### src/hdl/smdr_pkg.sv
// =====================================================================
// Shared constants and types for the status, mailbox and display block.
package smdr_pkg;
    // =================================================================
    // Widths.
    localparam int STAT_W = 32;
    localparam int MBX_W = 8;
    localparam int DISP_W = 8;
    localparam int INT_N = 4;
    localparam int RUN_N = 4;

    // =================================================================
    // Status register bit positions.
    localparam int ST_RUN_LO = 0;
    localparam int ST_PROTO = 4;
    localparam int ST_CMP = 5;
    localparam int ST_FUNC = 6;
    localparam int ST_BLK = 7;
    localparam int ST_INT_LO = 8;
    localparam int ST_TEST = 12;
    localparam int ST_RSVD_W = 19;
    localparam logic [STAT_W-1:0] STAT_RESET = 32'h0000_0000;

    // =================================================================
    // Answer layout: the mailbox flag sits just above the message byte.
    localparam int RSP_FLAG = 8;
    localparam logic [STAT_W-1:0] RSP_RESET = 32'h0000_0000;

    // =================================================================
    // Commands accepted on either control path.
    typedef enum logic [2:0] {
        SMDR_OP_STAT_READ = 3'h0,
        SMDR_OP_STAT_CLEAR = 3'h1,
        SMDR_OP_INT_GEN = 3'h2,
        SMDR_OP_MBX_SEND = 3'h3,
        SMDR_OP_MBX_RECV = 3'h4,
        SMDR_OP_DISP_MODE = 3'h5,
        SMDR_OP_DISP_WRITE = 3'h6,
        SMDR_OP_NONE = 3'h7
    } smdr_op_t;

    // =================================================================
    // Display modes; card mode is the reset default.
    typedef enum logic {
        display_error_code_mode = 1'b0,
        display_software_mode = 1'b1
    } smdr_disp_t;
endpackage : smdr_pkg

### src/hdl/smdr_mbox_if.sv
// =====================================================================
// Signals between the request logic and the mailbox pair.
interface smdr_mbox_if;
    import smdr_pkg::*;
    logic snd_wr;
    logic [MBX_W-1:0] snd_wdata;
    logic rcv_rd;
    logic card_snd_rd;
    logic card_rcv_wr;
    logic [MBX_W-1:0] card_rcv_wdata;
    logic snd_full;
    logic [MBX_W-1:0] snd_data;
    logic rcv_valid;
    logic [MBX_W-1:0] rcv_data;

    modport mbox (
        input snd_wr, snd_wdata, rcv_rd, card_snd_rd, card_rcv_wr, card_rcv_wdata,
        output snd_full, snd_data, rcv_valid, rcv_data
    );
    modport ctrl (
        output snd_wr, snd_wdata, rcv_rd, card_snd_rd, card_rcv_wr, card_rcv_wdata,
        input snd_full, snd_data, rcv_valid, rcv_data
    );
endinterface : smdr_mbox_if

### src/hdl/smdr_top.sv
// Contract
// RL1 - Status bits 0 to 3 show master, target, observer and trace run state.
// RL2 - Status bit 4 shows a protocol violation while one is detected.
// RL3 - Status bit 5 sets on a data compare mismatch and stays until cleared.
// RL4 - Status bit 6 sets on a functional failure and stays until cleared.
// RL5 - Status bit 7 sets when a block ends unfinished, stays until cleared.
// RL6 - Status bit 12 shows a failed built-in test run, read only.
// RL7 - Interrupt generate drives every selected line, any combination together.
// RL8 - Bits 8 to 11 record asserted lines; clearing a bit releases its line.
// RL9 - Status clear takes a pattern; ones clear bits, zeros leave them.
// RL10 - This status register is independent of the configuration header status.
// RL11 - Send mailbox full flag stays set until the other side reads.
// RL12 - Writing a full send mailbox drops the byte and returns the flag.
// RL13 - Reading the receive mailbox returns byte and valid flag, clearing it.
// RL14 - Receive valid is one only for a message not read before.
// RL15 - Every mailbox message is exactly one byte in both directions.
// RL16 - Mailboxes work identically from the configuration path and external path.
// RL17 - Card display mode, the default, shows the protocol error number.
// RL18 - User display mode shows a software written byte as two digits.
// RL19 - Display writes in card mode are ignored; status reads zero after reset.
module smdr_top
    import smdr_pkg::*;
(
    // Clock and reset.
    input wire logic sys_clk,
    input wire logic reset,
    // Configuration space control path.
    input wire logic cfg_req,
    input wire logic [2:0] cfg_op,
    input wire logic [STAT_W-1:0] cfg_wdata,
    output logic cfg_ack,
    output logic [STAT_W-1:0] cfg_rdata,
    // External serial or parallel control path.
    input wire logic ext_req,
    input wire logic [2:0] ext_op,
    input wire logic [STAT_W-1:0] ext_wdata,
    output logic ext_ack,
    output logic [STAT_W-1:0] ext_rdata,
    // Card activity and error sources.
    input wire logic [RUN_N-1:0] run_state,
    input wire logic proto_err,
    input wire logic [DISP_W-1:0] proto_err_code,
    input wire logic cmp_err,
    input wire logic func_err,
    input wire logic blk_abort,
    input wire logic test_fail,
    // Onboard side of the mailboxes.
    input wire logic card_snd_rd,
    input wire logic card_rcv_wr,
    input wire logic [MBX_W-1:0] card_rcv_wdata,
    output logic [MBX_W-1:0] card_snd_data,
    output logic card_snd_full,
    output logic card_rcv_valid,
    // Interrupt lines, open drain, INTA at bit 0.
    output logic [INT_N-1:0] int_out,
    output logic [INT_N-1:0] int_oe,
    // Hex display.
    output logic [DISP_W-1:0] disp_value,
    output logic disp_mode
);
    smdr_mbox_if mb();

    // =================================================================
    // Registers.
    logic [RUN_N-1:0] run_r, run_nxt;
    logic proto_r, proto_nxt;
    logic test_r, test_nxt;
    logic [DISP_W-1:0] code_r, code_nxt;
    logic cmp_r, cmp_nxt;
    logic func_r, func_nxt;
    logic blk_r, blk_nxt;
    logic [INT_N-1:0] int_r, int_nxt;
    logic [INT_N-1:0] int_out_r, int_out_nxt;
    logic cfg_ack_r, cfg_ack_nxt;
    logic ext_ack_r, ext_ack_nxt;
    logic [STAT_W-1:0] cfg_rdata_r, cfg_rdata_nxt;
    logic [STAT_W-1:0] ext_rdata_r, ext_rdata_nxt;
    smdr_disp_t mode_r, mode_nxt;
    logic [DISP_W-1:0] user_r, user_nxt;
    logic [DISP_W-1:0] disp_r, disp_nxt;

    // =================================================================
    // Request selection.
    logic cfg_take, ext_take, take;
    smdr_op_t op;
    logic [STAT_W-1:0] wdata;
    logic [STAT_W-1:0] stat_view;
    logic [STAT_W-1:0] rsp;

    // The configuration path wins a tie; the external path waits.
    assign cfg_take = cfg_req && !cfg_ack_r;
    assign ext_take = ext_req && !ext_ack_r && !cfg_take;
    assign take = cfg_take || ext_take;
    assign op = take ? smdr_op_t'(cfg_take ? cfg_op : ext_op) : SMDR_OP_NONE;
    assign wdata = cfg_take ? cfg_wdata : ext_wdata;

    // Only onboard state is read here, never the configuration header.
    assign stat_view = {{ST_RSVD_W{1'b0}}, test_r, int_r, blk_r, func_r, cmp_r, proto_r, run_r}; // RL10

    // =================================================================
    // Mailbox hookup; both paths drive the same pair of boxes.
    assign mb.snd_wr = (op == SMDR_OP_MBX_SEND); // RL16
    assign mb.snd_wdata = wdata[MBX_W-1:0]; // RL15
    assign mb.rcv_rd = (op == SMDR_OP_MBX_RECV); // RL16
    assign mb.card_snd_rd = card_snd_rd;
    assign mb.card_rcv_wr = card_rcv_wr;
    assign mb.card_rcv_wdata = card_rcv_wdata;

    smdr_mbox u_mbox (
        .sys_clk(sys_clk),
        .reset(reset),
        .mb(mb.mbox)
    );

    // =================================================================
    // Answer to the taken request.
    always_comb begin
        rsp = RSP_RESET;
        case (op)
            SMDR_OP_STAT_READ: begin
                rsp = stat_view;
            end
            SMDR_OP_MBX_SEND: begin
                rsp[RSP_FLAG] = mb.snd_full; // RL12
            end
            SMDR_OP_MBX_RECV: begin
                rsp[MBX_W-1:0] = mb.rcv_data; // RL13
                rsp[RSP_FLAG] = mb.rcv_valid; // RL14
            end
            default: begin
                rsp = RSP_RESET;
            end
        endcase
        cfg_ack_nxt = cfg_take;
        ext_ack_nxt = ext_take;
        cfg_rdata_nxt = cfg_take ? rsp : cfg_rdata_r;
        ext_rdata_nxt = ext_take ? rsp : ext_rdata_r;
    end

    // =================================================================
    // Status register.
    always_comb begin
        run_nxt = run_state; // RL1
        proto_nxt = proto_err; // RL2
        test_nxt = test_fail; // RL6
        code_nxt = proto_err_code;
        cmp_nxt = cmp_r;
        func_nxt = func_r;
        blk_nxt = blk_r;
        int_nxt = int_r;
        int_out_nxt = '0;
        if (op == SMDR_OP_STAT_CLEAR) begin
            cmp_nxt = cmp_r && !wdata[ST_CMP]; // RL9
            func_nxt = func_r && !wdata[ST_FUNC]; // RL9
            blk_nxt = blk_r && !wdata[ST_BLK]; // RL9
            int_nxt = int_r & ~wdata[ST_INT_LO +: INT_N]; // RL8
        end
        if (op == SMDR_OP_INT_GEN) begin
            int_nxt = int_r | wdata[INT_N-1:0]; // RL7
        end
        // Events set after the clear so a coincident event survives.
        if (cmp_err) begin
            cmp_nxt = 1'b1; // RL3
        end
        if (func_err) begin
            func_nxt = 1'b1; // RL4
        end
        if (blk_abort) begin
            blk_nxt = 1'b1; // RL5
        end
    end

    // =================================================================
    // Display.
    always_comb begin
        mode_nxt = mode_r;
        user_nxt = user_r;
        if (op == SMDR_OP_DISP_MODE) begin
            mode_nxt = smdr_disp_t'(wdata[0]);
        end
        // Writes only land once software mode is chosen.
        if (op == SMDR_OP_DISP_WRITE && mode_r == display_software_mode) begin // RL19
            user_nxt = wdata[DISP_W-1:0]; // RL18
        end
        disp_nxt = (mode_r == display_software_mode) ? user_r : code_r; // RL17
    end

    // =================================================================
    // State registers.
    always_ff @(posedge sys_clk) begin
        if (reset) begin
            run_r <= '0; // RL19
            proto_r <= 1'b0;
            test_r <= 1'b0;
            code_r <= '0;
            cmp_r <= 1'b0;
            func_r <= 1'b0;
            blk_r <= 1'b0;
            int_r <= '0;
            int_out_r <= '0;
            cfg_ack_r <= 1'b0;
            ext_ack_r <= 1'b0;
            cfg_rdata_r <= RSP_RESET;
            ext_rdata_r <= RSP_RESET;
            mode_r <= display_error_code_mode;
            user_r <= '0;
            disp_r <= '0;
        end else begin
            run_r <= run_nxt;
            proto_r <= proto_nxt;
            test_r <= test_nxt;
            code_r <= code_nxt;
            cmp_r <= cmp_nxt;
            func_r <= func_nxt;
            blk_r <= blk_nxt;
            int_r <= int_nxt;
            int_out_r <= int_out_nxt;
            cfg_ack_r <= cfg_ack_nxt;
            ext_ack_r <= ext_ack_nxt;
            cfg_rdata_r <= cfg_rdata_nxt;
            ext_rdata_r <= ext_rdata_nxt;
            mode_r <= mode_nxt;
            user_r <= user_nxt;
            disp_r <= disp_nxt;
        end
    end

    // =================================================================
    // Outputs.
    assign cfg_ack = cfg_ack_r;
    assign cfg_rdata = cfg_rdata_r;
    assign ext_ack = ext_ack_r;
    assign ext_rdata = ext_rdata_r;
    assign int_out = int_out_r;
    assign int_oe = int_r; // RL8
    assign card_snd_data = mb.snd_data;
    assign card_snd_full = mb.snd_full;
    assign card_rcv_valid = mb.rcv_valid;
    assign disp_value = disp_r;
    assign disp_mode = mode_r;
endmodule // smdr_top

### src/hdl/smdr_mbox.sv
// =====================================================================
// One-byte send and receive mailboxes with full and valid flags.
module smdr_mbox
    import smdr_pkg::*;
(
    // Clock and reset.
    input wire logic sys_clk,
    input wire logic reset,
    // Mailbox signals.
    smdr_mbox_if.mbox mb
);
    logic [MBX_W-1:0] snd_data_r, snd_data_nxt;
    logic snd_full_r, snd_full_nxt;
    logic [MBX_W-1:0] rcv_data_r, rcv_data_nxt;
    logic rcv_valid_r, rcv_valid_nxt;

    // =================================================================
    // Next state.
    always_comb begin
        snd_data_nxt = snd_data_r;
        snd_full_nxt = snd_full_r;
        rcv_data_nxt = rcv_data_r;
        rcv_valid_nxt = rcv_valid_r;
        // A write into a full send box is dropped; the old byte stays.
        if (mb.snd_wr && !snd_full_r) begin // RL12
            snd_data_nxt = mb.snd_wdata; // RL15
            snd_full_nxt = 1'b1; // RL11
        end else if (mb.card_snd_rd) begin
            snd_full_nxt = 1'b0; // RL11
        end
        // A new message arriving with a read wins over the clear.
        if (mb.card_rcv_wr) begin
            rcv_data_nxt = mb.card_rcv_wdata; // RL15
            rcv_valid_nxt = 1'b1; // RL14
        end else if (mb.rcv_rd) begin
            rcv_valid_nxt = 1'b0; // RL13
        end
    end

    always_ff @(posedge sys_clk) begin
        if (reset) begin
            snd_data_r <= '0;
            snd_full_r <= 1'b0;
            rcv_data_r <= '0;
            rcv_valid_r <= 1'b0;
        end else begin
            snd_data_r <= snd_data_nxt;
            snd_full_r <= snd_full_nxt;
            rcv_data_r <= rcv_data_nxt;
            rcv_valid_r <= rcv_valid_nxt;
        end
    end

    assign mb.snd_full = snd_full_r;
    assign mb.snd_data = snd_data_r;
    assign mb.rcv_valid = rcv_valid_r;
    assign mb.rcv_data = rcv_data_r;
endmodule // smdr_mbox

### config.mk
export PLATFORM = sky130hd
export DESIGN_NAME = smdr_top
export DESIGN_NICKNAME = d
export VERILOG_FILES = /design/src/hdl/smdr_pkg.sv /design/src/hdl/smdr_mbox_if.sv /design/src/hdl/smdr_top.sv /design/src/hdl/smdr_mbox.sv
export SDC_FILE = /design/constraint.sdc
export NUM_CORES = 1
export LEC_CHECK = 0
export BUFFER_PORTS_ARGS = -buffer_cell sky130_fd_sc_hd__buf_2
export CAP_MARGIN = 20
export CORE_AREA = 2 2 90 92
export CTS_CLUSTER_DIAMETER = 100
export DETAILED_ROUTE_END_ITERATION = 7
export DIE_AREA = 0 0 92 94
export MAX_ROUTING_LAYER = met4
export PLACE_DENSITY = 0.83
export SLEW_MARGIN = 10
export SYNTH_ARGS = -nofsm -noshare
export SYNTH_HDL_FRONTEND = slang
export SYNTH_SLANG_ARGS = --single-unit
### constraint.sdc
create_clock -name sys_clk -period 4.92 [get_ports sys_clk]
set_input_delay 1.476 -clock sys_clk [delete_from_list [all_inputs] [get_ports sys_clk]]
set_output_delay 1.476 -clock sys_clk [all_outputs]
set_load 0.05 [all_outputs]
# --- Yosys cells after proc, flatten, opt, wreduce, memory -nomap -nowiden ---
# Cells that the tools add are included.
totals:
  register_bits: 122
  latchBits: 0
  ramBits: 0
  romBits: 0
  input_bits: 101
  output_inout_bits: 93
  elab_cells: 70
  memories: 0
classes:
  addsub: 0
  multipliers: 0
  n_div: 0
  magnitude_cmp: 0
  n_eq_ne: 6
  shifts: 0
  n_mux: 19
  bitwise: 3
  n_reduce_logical: 23
ops:
  columns: ["cell", "count"]
  rows:
  - ["case mux 8 bit (2 select lines)", 1]
  - ["two-way mux 12 bit", 1]
  - ["two-way mux 4 bit", 3]
  - ["nonzero test 2 bit", 6]
  - ["two-way mux 1 bit", 10]
  - ["equality test 3 bit (second input constant)", 3]
  - ["logical AND 1 bit", 8]
  - ["two-way mux 8 bit", 1]
  - ["logical NOT 1 bit", 7]
  - ["equality test 3 x 2 -> 1 bit (second input constant)", 2]
  - ["two-way mux 3 bit", 2]
  - ["bitwise AND 4 bit", 1]
  - ["inverter 4 bit", 1]
  - ["bitwise OR 4 bit", 1]
  - ["equality test 3 x 1 -> 1 bit (second input constant)", 1]
  - ["logical NOT 3 bit", 1]
  - ["case mux 1 bit (3 select lines)", 1]
  - ["logical OR 1 bit", 1]

# --- Longest topological paths before layout ---
# Gate-level depths: netlist (run 1).
depth:
  depth_word: 9
  depth_mapped: 6
  mapped_depth_nobuf: 4

# --- Hierarchy ---
# From an unflattened synthesis (run 1), not the netlist that was laid out.
hier_totals:
  hier_cells: 396
  area_unflattened_um2: 3681.0
by_module_without_submodules:
  columns: ["mod", "instances", "cells_each", "area_each_um2", "seq_area_each_um2"]
  rows:
  - ["smdr_top", 1, 328, 2930.3, 1321.3]
  - ["smdr_mbox", 1, 68, 750.7, 360.3]

# --- Worst setup path after synthesis (run 1) ---
# OpenSTA, ideal clock, no wires.
synth_timing:
  path_type: "input-to-reg"
  start: "in cfg_op[1]"
  end: "reg int_r[1], in the netlist int_oe[1]"
  setup_ns: 0.119
  arrival_time_ns: 2.514
  t_required_ns: 4.801
  slack_ns: 2.287
  path_stages: 4
  n_path_buf: 0
  path_cell_list: "or3b_1 -> o31a_1 -> or2_4 -> o221a_1"
synth_via:
  elab_chain_cells: 4
  elab_cells_between_ends: 6
  cone_classes: "eq/ne: 2; mux: 3; reduce/logical: 1"
synth_rtl:
  columns: ["element", "line_no", "rtl"]
  rows:
  - ["start: declaration", "smdr_top.sv:29", "input wire logic [2:0] cfg_op,"]
  - ["two-way mux 3 bit * (2 in series)", "smdr_top.sv:94", "assign op = take ? smdr_op_t'(cfg_take ? cfg_op : ext_op) : SMDR_OP_NONE;"]
  - ["equality test 3 x 2 -> 1 bit or equality test 3 x 1 -> 1 bit (tied branches)", "smdr_top.sv:158, smdr_top.sv:152", null]
  - ["two-way mux 4 bit or nonzero test 2 bit (tied branches)", null, null]
  - ["end signal: assignment", "smdr_top.sv:216", "int_r <= int_nxt;"]
  - ["end: declaration", "smdr_top.sv:72", "logic [INT_N-1:0] int_r, int_nxt;"]
# Every way passes the cells marked *; elsewhere a longest branch is shown, timed or not.
# A chain may end at the register's enable or synchronous reset.

# --- Worst setup path in the final report (run 1) ---
layout_timing:
  start: "in cfg_req"
  end: "reg user_r[5]"
layout_via:
  elab_chain_cells: 7
  elab_cells_between_ends: 9
  cone_classes: "eq/ne: 1; mux: 3; reduce/logical: 5"
layout_rtl:
  columns: ["element", "line_no", "rtl"]
  rows:
  - ["start: declaration", "smdr_top.sv:28", "input wire logic cfg_req,"]
  - ["logical AND 1 bit *", "smdr_top.sv:91", "assign cfg_take = cfg_req && !cfg_ack_r;"]
  - ["logical NOT 1 bit", "smdr_top.sv:92", "assign ext_take = ext_req && !ext_ack_r && !cfg_take;"]
  - ["logical AND 1 bit", "smdr_top.sv:92", null]
  - ["logical OR 1 bit", "smdr_top.sv:93", "assign take = cfg_take || ext_take;"]
  - ["two-way mux 3 bit", "smdr_top.sv:94", null]
  - ["equality test 3 bit", "smdr_top.sv:182", "if (op == SMDR_OP_DISP_WRITE && mode_r == display_software_mode) begin"]
  - ["logical AND 1 bit", "smdr_top.sv:182", null]
  - ["end signal: assignment", "smdr_top.sv:223", "user_r <= user_nxt;"]
  - ["end: declaration", "smdr_top.sv:79", "logic [DISP_W-1:0] user_r, user_nxt;"]
# Marks and branches as above.

==> results of run 1 <==
## cells by family (layout without fill, tap and decap cells)
kind of cell / after synthesis / after routing / synth area share, %
and+or+nand+nor: 115 / 115 / 16.6
muxes: 52 / 52 / 14.6
DFF: 84 / 84 / 47.0
other: 1 / 42 / 0.105
AOI/OAI and AO/OA: 46 / 46 / 10.1
buffers and inverters: 61 / 132 / 11.6
## metrics by stage
step / area (µm²) / cells / setup slack, ps
final: 4220 / 573 / 1970
after global routing: 4220 / 573 / 1850
after CTS: 4210 / 572 / 1980
after detailed placement: 4020 / 556 / 1580
after global placement: 4020 / 556 / 1650
after floorplan: 3730 / 400 / 2290
## metal layers
layer / track usage [%] / vias to the layer above / wire length [µm] / share of wire [%]
li1: - / 1365 / - / -
met1: 23.3 / 1316 / 3500 / 42
met2: 32.4 / 110 / 4150 / 50
met3: 4.90 / 15 / 538 / 6.5
met4: 8.46 / 0 / 116 / 1.4
met5: - / - / 0 / 0
## sequential cells by signal (all words and copies together) (netlist names)
signal and count:
u_mbox.mb.rcv_data 8, cfg_ack 1, u_mbox.mb.rcv_valid 1, ext_rdata 13
run_r 4, int_oe 4, ext_ack 1, test_r 1
code_r 8, disp_mode 1, disp_value 8, func_r 1
blk_r 1, u_mbox.mb.snd_data 8, user_r 8, proto_r 1
u_mbox.mb.snd_full 1, cfg_rdata 13, cmp_r 1
## worst max-delay path, stage by stage
cell and delay [ps]:
buf_2 140, nand2b_1 330, a31oi_1 510, nand3b_1 490
mux2i_1 270
## cell usage in the layout, fill, tap and decap left out, types with 2 or more instances in the layout
cell        instances
buf_2             111
dfxtp_1            84
mux2i_1            51
conb_1             42
nand2_1            35
nor2_1             27
o21ai_0            17
nor2b_1            14
clkbuf_8           10
nor3_1              8
or2_2               7
nand2b_1            4
a22o_1              4
a22oi_1             4
o221a_1             4
a21oi_1             3
nor3b_1             3
a32oi_1             3
nor4_1              3
buf_4               3
or3b_1              2
nand4_1             2
and4bb_2            2
a31oi_1             2
clkinvlp_4          2
inv_6               2
## power groups by stage
stage,Sequential [mW],Clock (mW),Combinational [mW]
after CTS,0.719,0.469,0.256
final,0.719,0.453,0.256
after global placement,0.733,0,0.251
after detailed placement,0.735,0,0.254
after floorplan,0.769,0,0.188
after global routing,0.722,0.495,0.272
## area by class of cell
| class | count | share of cell area [%] |
|---|---|---|
| clock buffers | 10 | 3.27 |
| flip-flops and latches | 84 | 39.9 |
| well taps | 102 | 3.03 |
| multi-input cells | 255 | 38.8 |
| inverters | 2 | 0.178 |
| repair buffers | 114 | 13.7 |
| clock inverters | 6 | 1.10 |
## worst max-delay path by stage
stage / start / depth (start not counted) / end
5_1_grt: reset / 5 / ext_rdata[11]
4_1_cts: reset / 5 / ext_rdata[11]
3_3_place_gp: reset / 5 / ext_rdata[11]
6_report: cfg_req / 5 / user_r[5]
3_5_place_dp: reset / 5 / ext_rdata[11]
2_1_floorplan: cfg_op[1] / 4 / int_oe[1]
==> impl_results.md, run 1 <==
* Filler cell count at 709
* Die Area at ~8600 µm²
* Vias post-DR at 2806
* Setup crit start kind: primary input
* Final core occ at 55.4%
* Flop pwr share at 50.3%
* Worst Path Arrival at 3220 ps
* P_leak at around 2 nW
* Synth Instances at 359
* Largest net degree at the start of global routing at 52
* I/O pin count at 194
* Asr flop ratio synth at 0%
* Area leader, netlist: dfxtp_1
* Layout cells sized above 1 at between 30% and 40%
* Synthesized area at 3580 µm²
* Max IR drop VDD at roughly 0.21 mV
* GRT Resource Usage Total at ~20%
* Pwr Density at between 300 and 400 nW/µm²
* Top-area cell type share of the netlist area at 47.0%
* CP Class: primary input to flip-flop
* Die Span X at 92 µm
* Reg2Reg Depth at 4
* Hold depth at 2
* Switching Power at 0.456 mW
* CTS Hold Bufs at 0
* Synthesized area per cell at 9.97 µm²
* RSZ-0062 raised after global routing: false
* Status: complete, no violations
* Min cycle time layout at 2950 ps
* CTS tree: yes
* CTS clk-pin slew, worst paths at 80 ps
* Least-Margin Pin Slew at 685 ps
* Fin. Hold Viols at 0
* Warnings from Yosys at 0
* CTS buffer count at 9
* Initial drt markers at 89
* FP Rows at 32
* Post-cts sizing count at 0
* Sequential standard cell area at 1680 µm²
* Reg2Reg Launch Point: cfg_ack
* Clock Path Buffers at 2
* Switching Fraction at between 30% and 40%
* Slew Viols, Final at 0
* Post-DP HPWL at a little over 6000 µm
* Worst Setup End Kind: flip-flop
* DRC at 0
* Post-synth top cells: dfxtp_1, mux2i_1, buf_4
* ANT nets after route at 0
* Critical path fanouts, max at 13
* Post-synth EDFFs at 0
* Multi-input logic area at 1640 µm²
* Number of diodes at 0
* Routed WL at 8300 µm
* Nets@finish at 567
* Reg2Reg Capture Point: ext_rdata[11]
* Worst hold path startpoint: u_mbox.mb.snd_data[2]
* H-tree levels at 3
* Starting Density at 47.1%
* Clock network power share at a little under a third
* Total gr overflow at 0
* Top_reg_cell synth: dfxtp_1
* Clock skew at 9.11 ps
* Ranking of synthesized cells by area: dfxtp_1, mux2i_1, buf_4
* Fmax at 0.339 GHz
* Post-route setup TNS at 0 ps
* Postcts setup bufs at 0
* Clk_lat worst skew at approximately 350 ps
* Initial antenna violation count at 0
* Root Buffer: clkbuf_8
* Die extent in y at 94 µm
* Synth Register Bits at 84
* Clk sinks at 84
* Core area at 7610 µm²
* Internal reg-to-reg setup slack at 2700 ps
* Placer Congestion at 0.768
* Worst hold path class: flip-flop to flip-flop
* Top-count cell post-synth: dfxtp_1
* Sequential area share after synthesis at a little under half
* Post-route clock period utilization at 59.9%
* Logic pwr share at 17.9%
* Hold EP: u_mbox.mb.snd_data[2]
* Req. time, crit path at 5190 ps
* Yosys cell types at 44
* Maxcap violations at 0
* Fin Hold WS at around 460 ps
* Layout Area Growth over Synthesis at 17.7%
* First-pass GRT wire length at 12900 µm
* Total power at approximately 1.4 mW
* Headroom to the max-slew limit at a little over half
* Number of global-route vias before repair at ~2700
* Wirelength per Cell at around 14 µm
* DR pass1 iterations at 4
* Pint at 0.973 mW
* Setup violations, final at 0
* Port buffer count at 111
* Via-to-Cell Ratio at between 4 and 5
(Power assumes the default switching activity.)
==> run 2, diff against run 1 <==
--- a/config.mk
+++ b/config.mk
@@ -5,14 +5,15 @@
 export SDC_FILE = /design/constraint.sdc
 export NUM_CORES = 1
 export LEC_CHECK = 0
+export ABC_AREA = 1
 export BUFFER_PORTS_ARGS = -buffer_cell sky130_fd_sc_hd__buf_2
 export CAP_MARGIN = 20
-export CORE_AREA = 2 2 90 92
+export CORE_AREA = 2 2 94 96
 export CTS_CLUSTER_DIAMETER = 100
 export DETAILED_ROUTE_END_ITERATION = 7
-export DIE_AREA = 0 0 92 94
+export DIE_AREA = 0 0 96 98
 export MAX_ROUTING_LAYER = met4
-export PLACE_DENSITY = 0.83
+export PLACE_DENSITY = 0.78
 export SLEW_MARGIN = 10
 export SYNTH_ARGS = -nofsm -noshare
 export SYNTH_HDL_FRONTEND = slang
==> constraint.sdc (replaced) <==
create_clock -name sys_clk -period 2.72 [get_ports sys_clk]
set_input_delay 0.816 -clock sys_clk [delete_from_list [all_inputs] [get_ports sys_clk]]
set_output_delay 0.816 -clock sys_clk [all_outputs]
set_load 0.05 [all_outputs]
==> run 2 against run 1 <==
Synthesized cell count up 40%. Non-clock buffer count grew 6. Cell area grew 4.6%. Routed wire length grew 2.0%. Largest power group unchanged. Global-route usage is 1.4 points lower. Clock power up 140%. Sequential share of layout area down 1.8 points. Core utilization is 3.3 points lower. Final cell count increased by 26%. Worst setup slack lost 1200 ps. Combinational power increased to 2.7 times the previous value.
==> impl_results.md, run 2 <==
* Postcts setup bufs at 0
* Root Buffer: clkbuf_8
* Busiest metal layer after global routing: met2
* Ranking of synthesized cells by area: dfxtp_1, nor2_1, buf_4
* RSZ-0062 raised after global routing: false
* Met2 usage at between 30 and 40%
* Die Area at 9410 µm²
* H-tree levels at 3
* Vias post-DR at 3305
* Worst hold path class: flip-flop to flip-flop
* Critical path fanouts, max at 16
* Post-synth EDFFs at 0
* Worst Setup End Kind: flip-flop
* Layout cells sized above 1 at around a quarter
* Area leader, netlist: dfxtp_1
* Hold EP: disp_value[4]
* Number of global-route vias before repair at 2953
* Sequential area share after synthesis at between 40% and 50%
* DR pass1 iterations at 6
* Setup violations, final at 0
* Synthesized area per cell at between 7 and 8 µm²
* Reg2Reg Depth at 8
* GR Layer Usage met1 at 20.6%
* Fin Hold WS at between 400 and 500 ps
* Cell Chain, Critical Path: buf_2 -> nand2_1 -> buf_4 -> nand2_1 -> nand3_1 -> nand4_2 -> o21ai_0 -> a21oi_1
* Core area at between 8000 and 9000 µm²
* Slowest-stage cell, CP: nand4_2
* Final core occ at 52.1%
* Place WS at 367 ps
* Clock network power share at 34.6%
* Routed WL at between 8000 and 9000 µm
* Post-route clock period utilization at between 70 and 80%
* Slew Viols, Final at 0
* Starting Density at between 40% and 50%
* Pint at 2.09 mW
* Final Non-Filler Cells at 722
* Req. time, crit path at 2940 ps
* Leading cell type in the layout, fill and taps excluded: buf_2
* Placer Congestion at roughly 0.84
* Crit path buf inv count at 2
* DRC at 0
* Clock Path Buffers at 2
* Largest net degree at the start of global routing at 48
* Reg2Reg Launch Point: cfg_ack
* Post-synthesis simple-gate area fraction at 25.8%
* CTS Hold Bufs at 0
* Nets@finish at between 700 and 800
* Top-area cell type share of the netlist area at a little under half
* CTS buffer count at 9
* Commonest cells after routing, fill and taps aside: buf_2, nor2_1, dfxtp_1
* Min cycle time layout at a little under 2000 ps
* Clk_lat worst skew at between 300 and 400 ps
* Reg2Reg Capture Point: user_r[0]
* Total power at about 3.1 mW
* FP Rows at 34
* Pwr Density at 707 nW/µm²
* Most common cell on crit path: nand2_1
* Post-synthesis xor/xnor area fraction at 0%
* Status: complete, no violations
* Worst Path Arrival at 2200 ps
* Switching Fraction at 33.2%
* Mux contribution to synthesized area at 0.546%
* Hold depth at 2
* Number of diodes at 0
* Die extent in y at 98 µm
* Switching Power at slightly above 1 mW
* Synth Area in Adders at 0%
* GRT Resource Usage Total at 18.4%
* Post-route setup TNS at 0 ps
* P_leak at 2.35 nW
* ANT nets after route at 0
* Fmax at around 0.51 GHz
* Final worst slack at 743 ps
* Total gr overflow at 0
* Clk sinks at 84
* Top_reg_cell synth: dfxtp_1
* Dpl cells at 706
* Layout Area Growth over Synthesis at 20.2%
* Via-to-Cell Ratio at between 4 and 5
* Kind of cell adding the most delay to the critical path: simple AND/OR/NAND/NOR gates
* Clock skew at 14.5 ps
* Post-synthesis compound-gate area fraction at a little over a tenth
* Initial antenna violation count at 0
* Synthesized area at about 3700 µm²
* Synth Instances at roughly 500
* CTS tree: yes
* Logic pwr share at between 20% and 30%
* Initial drt markers at 101
* Max IR drop VDD at 0.416 mV
* Maxcap violations at 0
* Internal reg-to-reg setup slack at 880 ps
* Post-synth top cells: nor2_1, dfxtp_1, nand2_1
* CP Class: primary input to flip-flop
* Grt met3 use at 5.40%
* Worst hold path startpoint: user_r[4]
* Die Span X at 96 µm
* Fin. Hold Viols at 0
* Yosys cell types at 26
* I/O pin count at 194
* Largest family of logic cells by synthesized area: simple AND/OR/NAND/NOR gates
* Port buffer count at roughly 110
* Wirelength per Cell at about 12 µm
* Flop pwr share at 43.1%
* Setup crit start kind: primary input
* Warnings from Yosys at 0
* Post-DP HPWL at 6400 µm
* Crit path largest cell delay at 360 ps
* Top-count cell post-synth: nor2_1
* Synth Register Bits at 84
* Asr flop ratio synth at 0%
* Post-cts sizing count at 0
* Final Cell Area at between 4000 and 5000 µm²
* Placed Area at about 4200 µm²
* First-pass GRT wire length at 13100 µm
* CTS clk-pin slew, worst paths at 90 ps
-- run 2: cell types whose count changed in the layout (fill, tap and decap cells not counted), sizes merged, moves of 6 or more --
cell / previous run / this run
nor2: 27 / 98
inv: 3 / 54
mux2i: 51 / 2
nand2: 35 / 83
a21oi: 3 / 34
nand3: 0 / 30
o21ai: 17 / 46
nor2b: 14 / 0
or2: 8 / 0
nor3: 8 / 1
buf: 114 / 120
-- run 2: worst max path at each step --
stage                       start        end  slack, ps  cells after the start
after global routing      cfg_req  user_r[2]        550                      8
after CTS                 cfg_req  user_r[5]        740                      8
after global placement    cfg_req  user_r[7]        410                      8
after detailed placement  cfg_req  user_r[5]        370                      8
after floorplan           cfg_req  user_r[6]        810                      9
final                     cfg_req  user_r[0]        740                      8
-- run 2: cell families after synthesis --
family                 Yosys count
muxes                            2
buffers and inverters          117
DFF                             84
and+or+nand+nor                217
AOI/OAI and AO/OA               80
other                            1
-- run 2: area by class of cell --
type,instances,area (µm²)
Fill cell,838,4060
Sequential cell,84,1680
Tap cell,108,135
Multi-Input combinational cell,341,1530
Clock buffer,9,124
Timing Repair Buffer,120,623
Clock inverter,7,121
Inverter,53,199
-- run 2: layer usage --
layer | wire (µm) | share of wire, % | vias to the layer above
met3 | 665 | 7.9 | 14
met5 | 0 | 0 | -
met2 | 4140 | 49 | 128
met1 | 3500 | 41 | 1466
met4 | 153 | 1.8 | 0
li1 | - | - | 1697
-- run 2: worst min-delay path, delay by kind of cell (launching register included) --
kind | cells | cell delay (ps)
compound gates | 1 | 60
buf+inv | 1 | 60
flops | 1 | 300
-- run 2: power by group through the flow --
stage                     clock network (mW)  logic [mW]  registers [mW]
after floorplan                            0       0.396            1.56
after global placement                     0       0.686            1.37
after detailed placement                   0       0.697            1.37
after CTS                               1.10       0.699            1.35
after global routing                    1.15       0.752            1.35
final                                   1.08       0.696            1.34
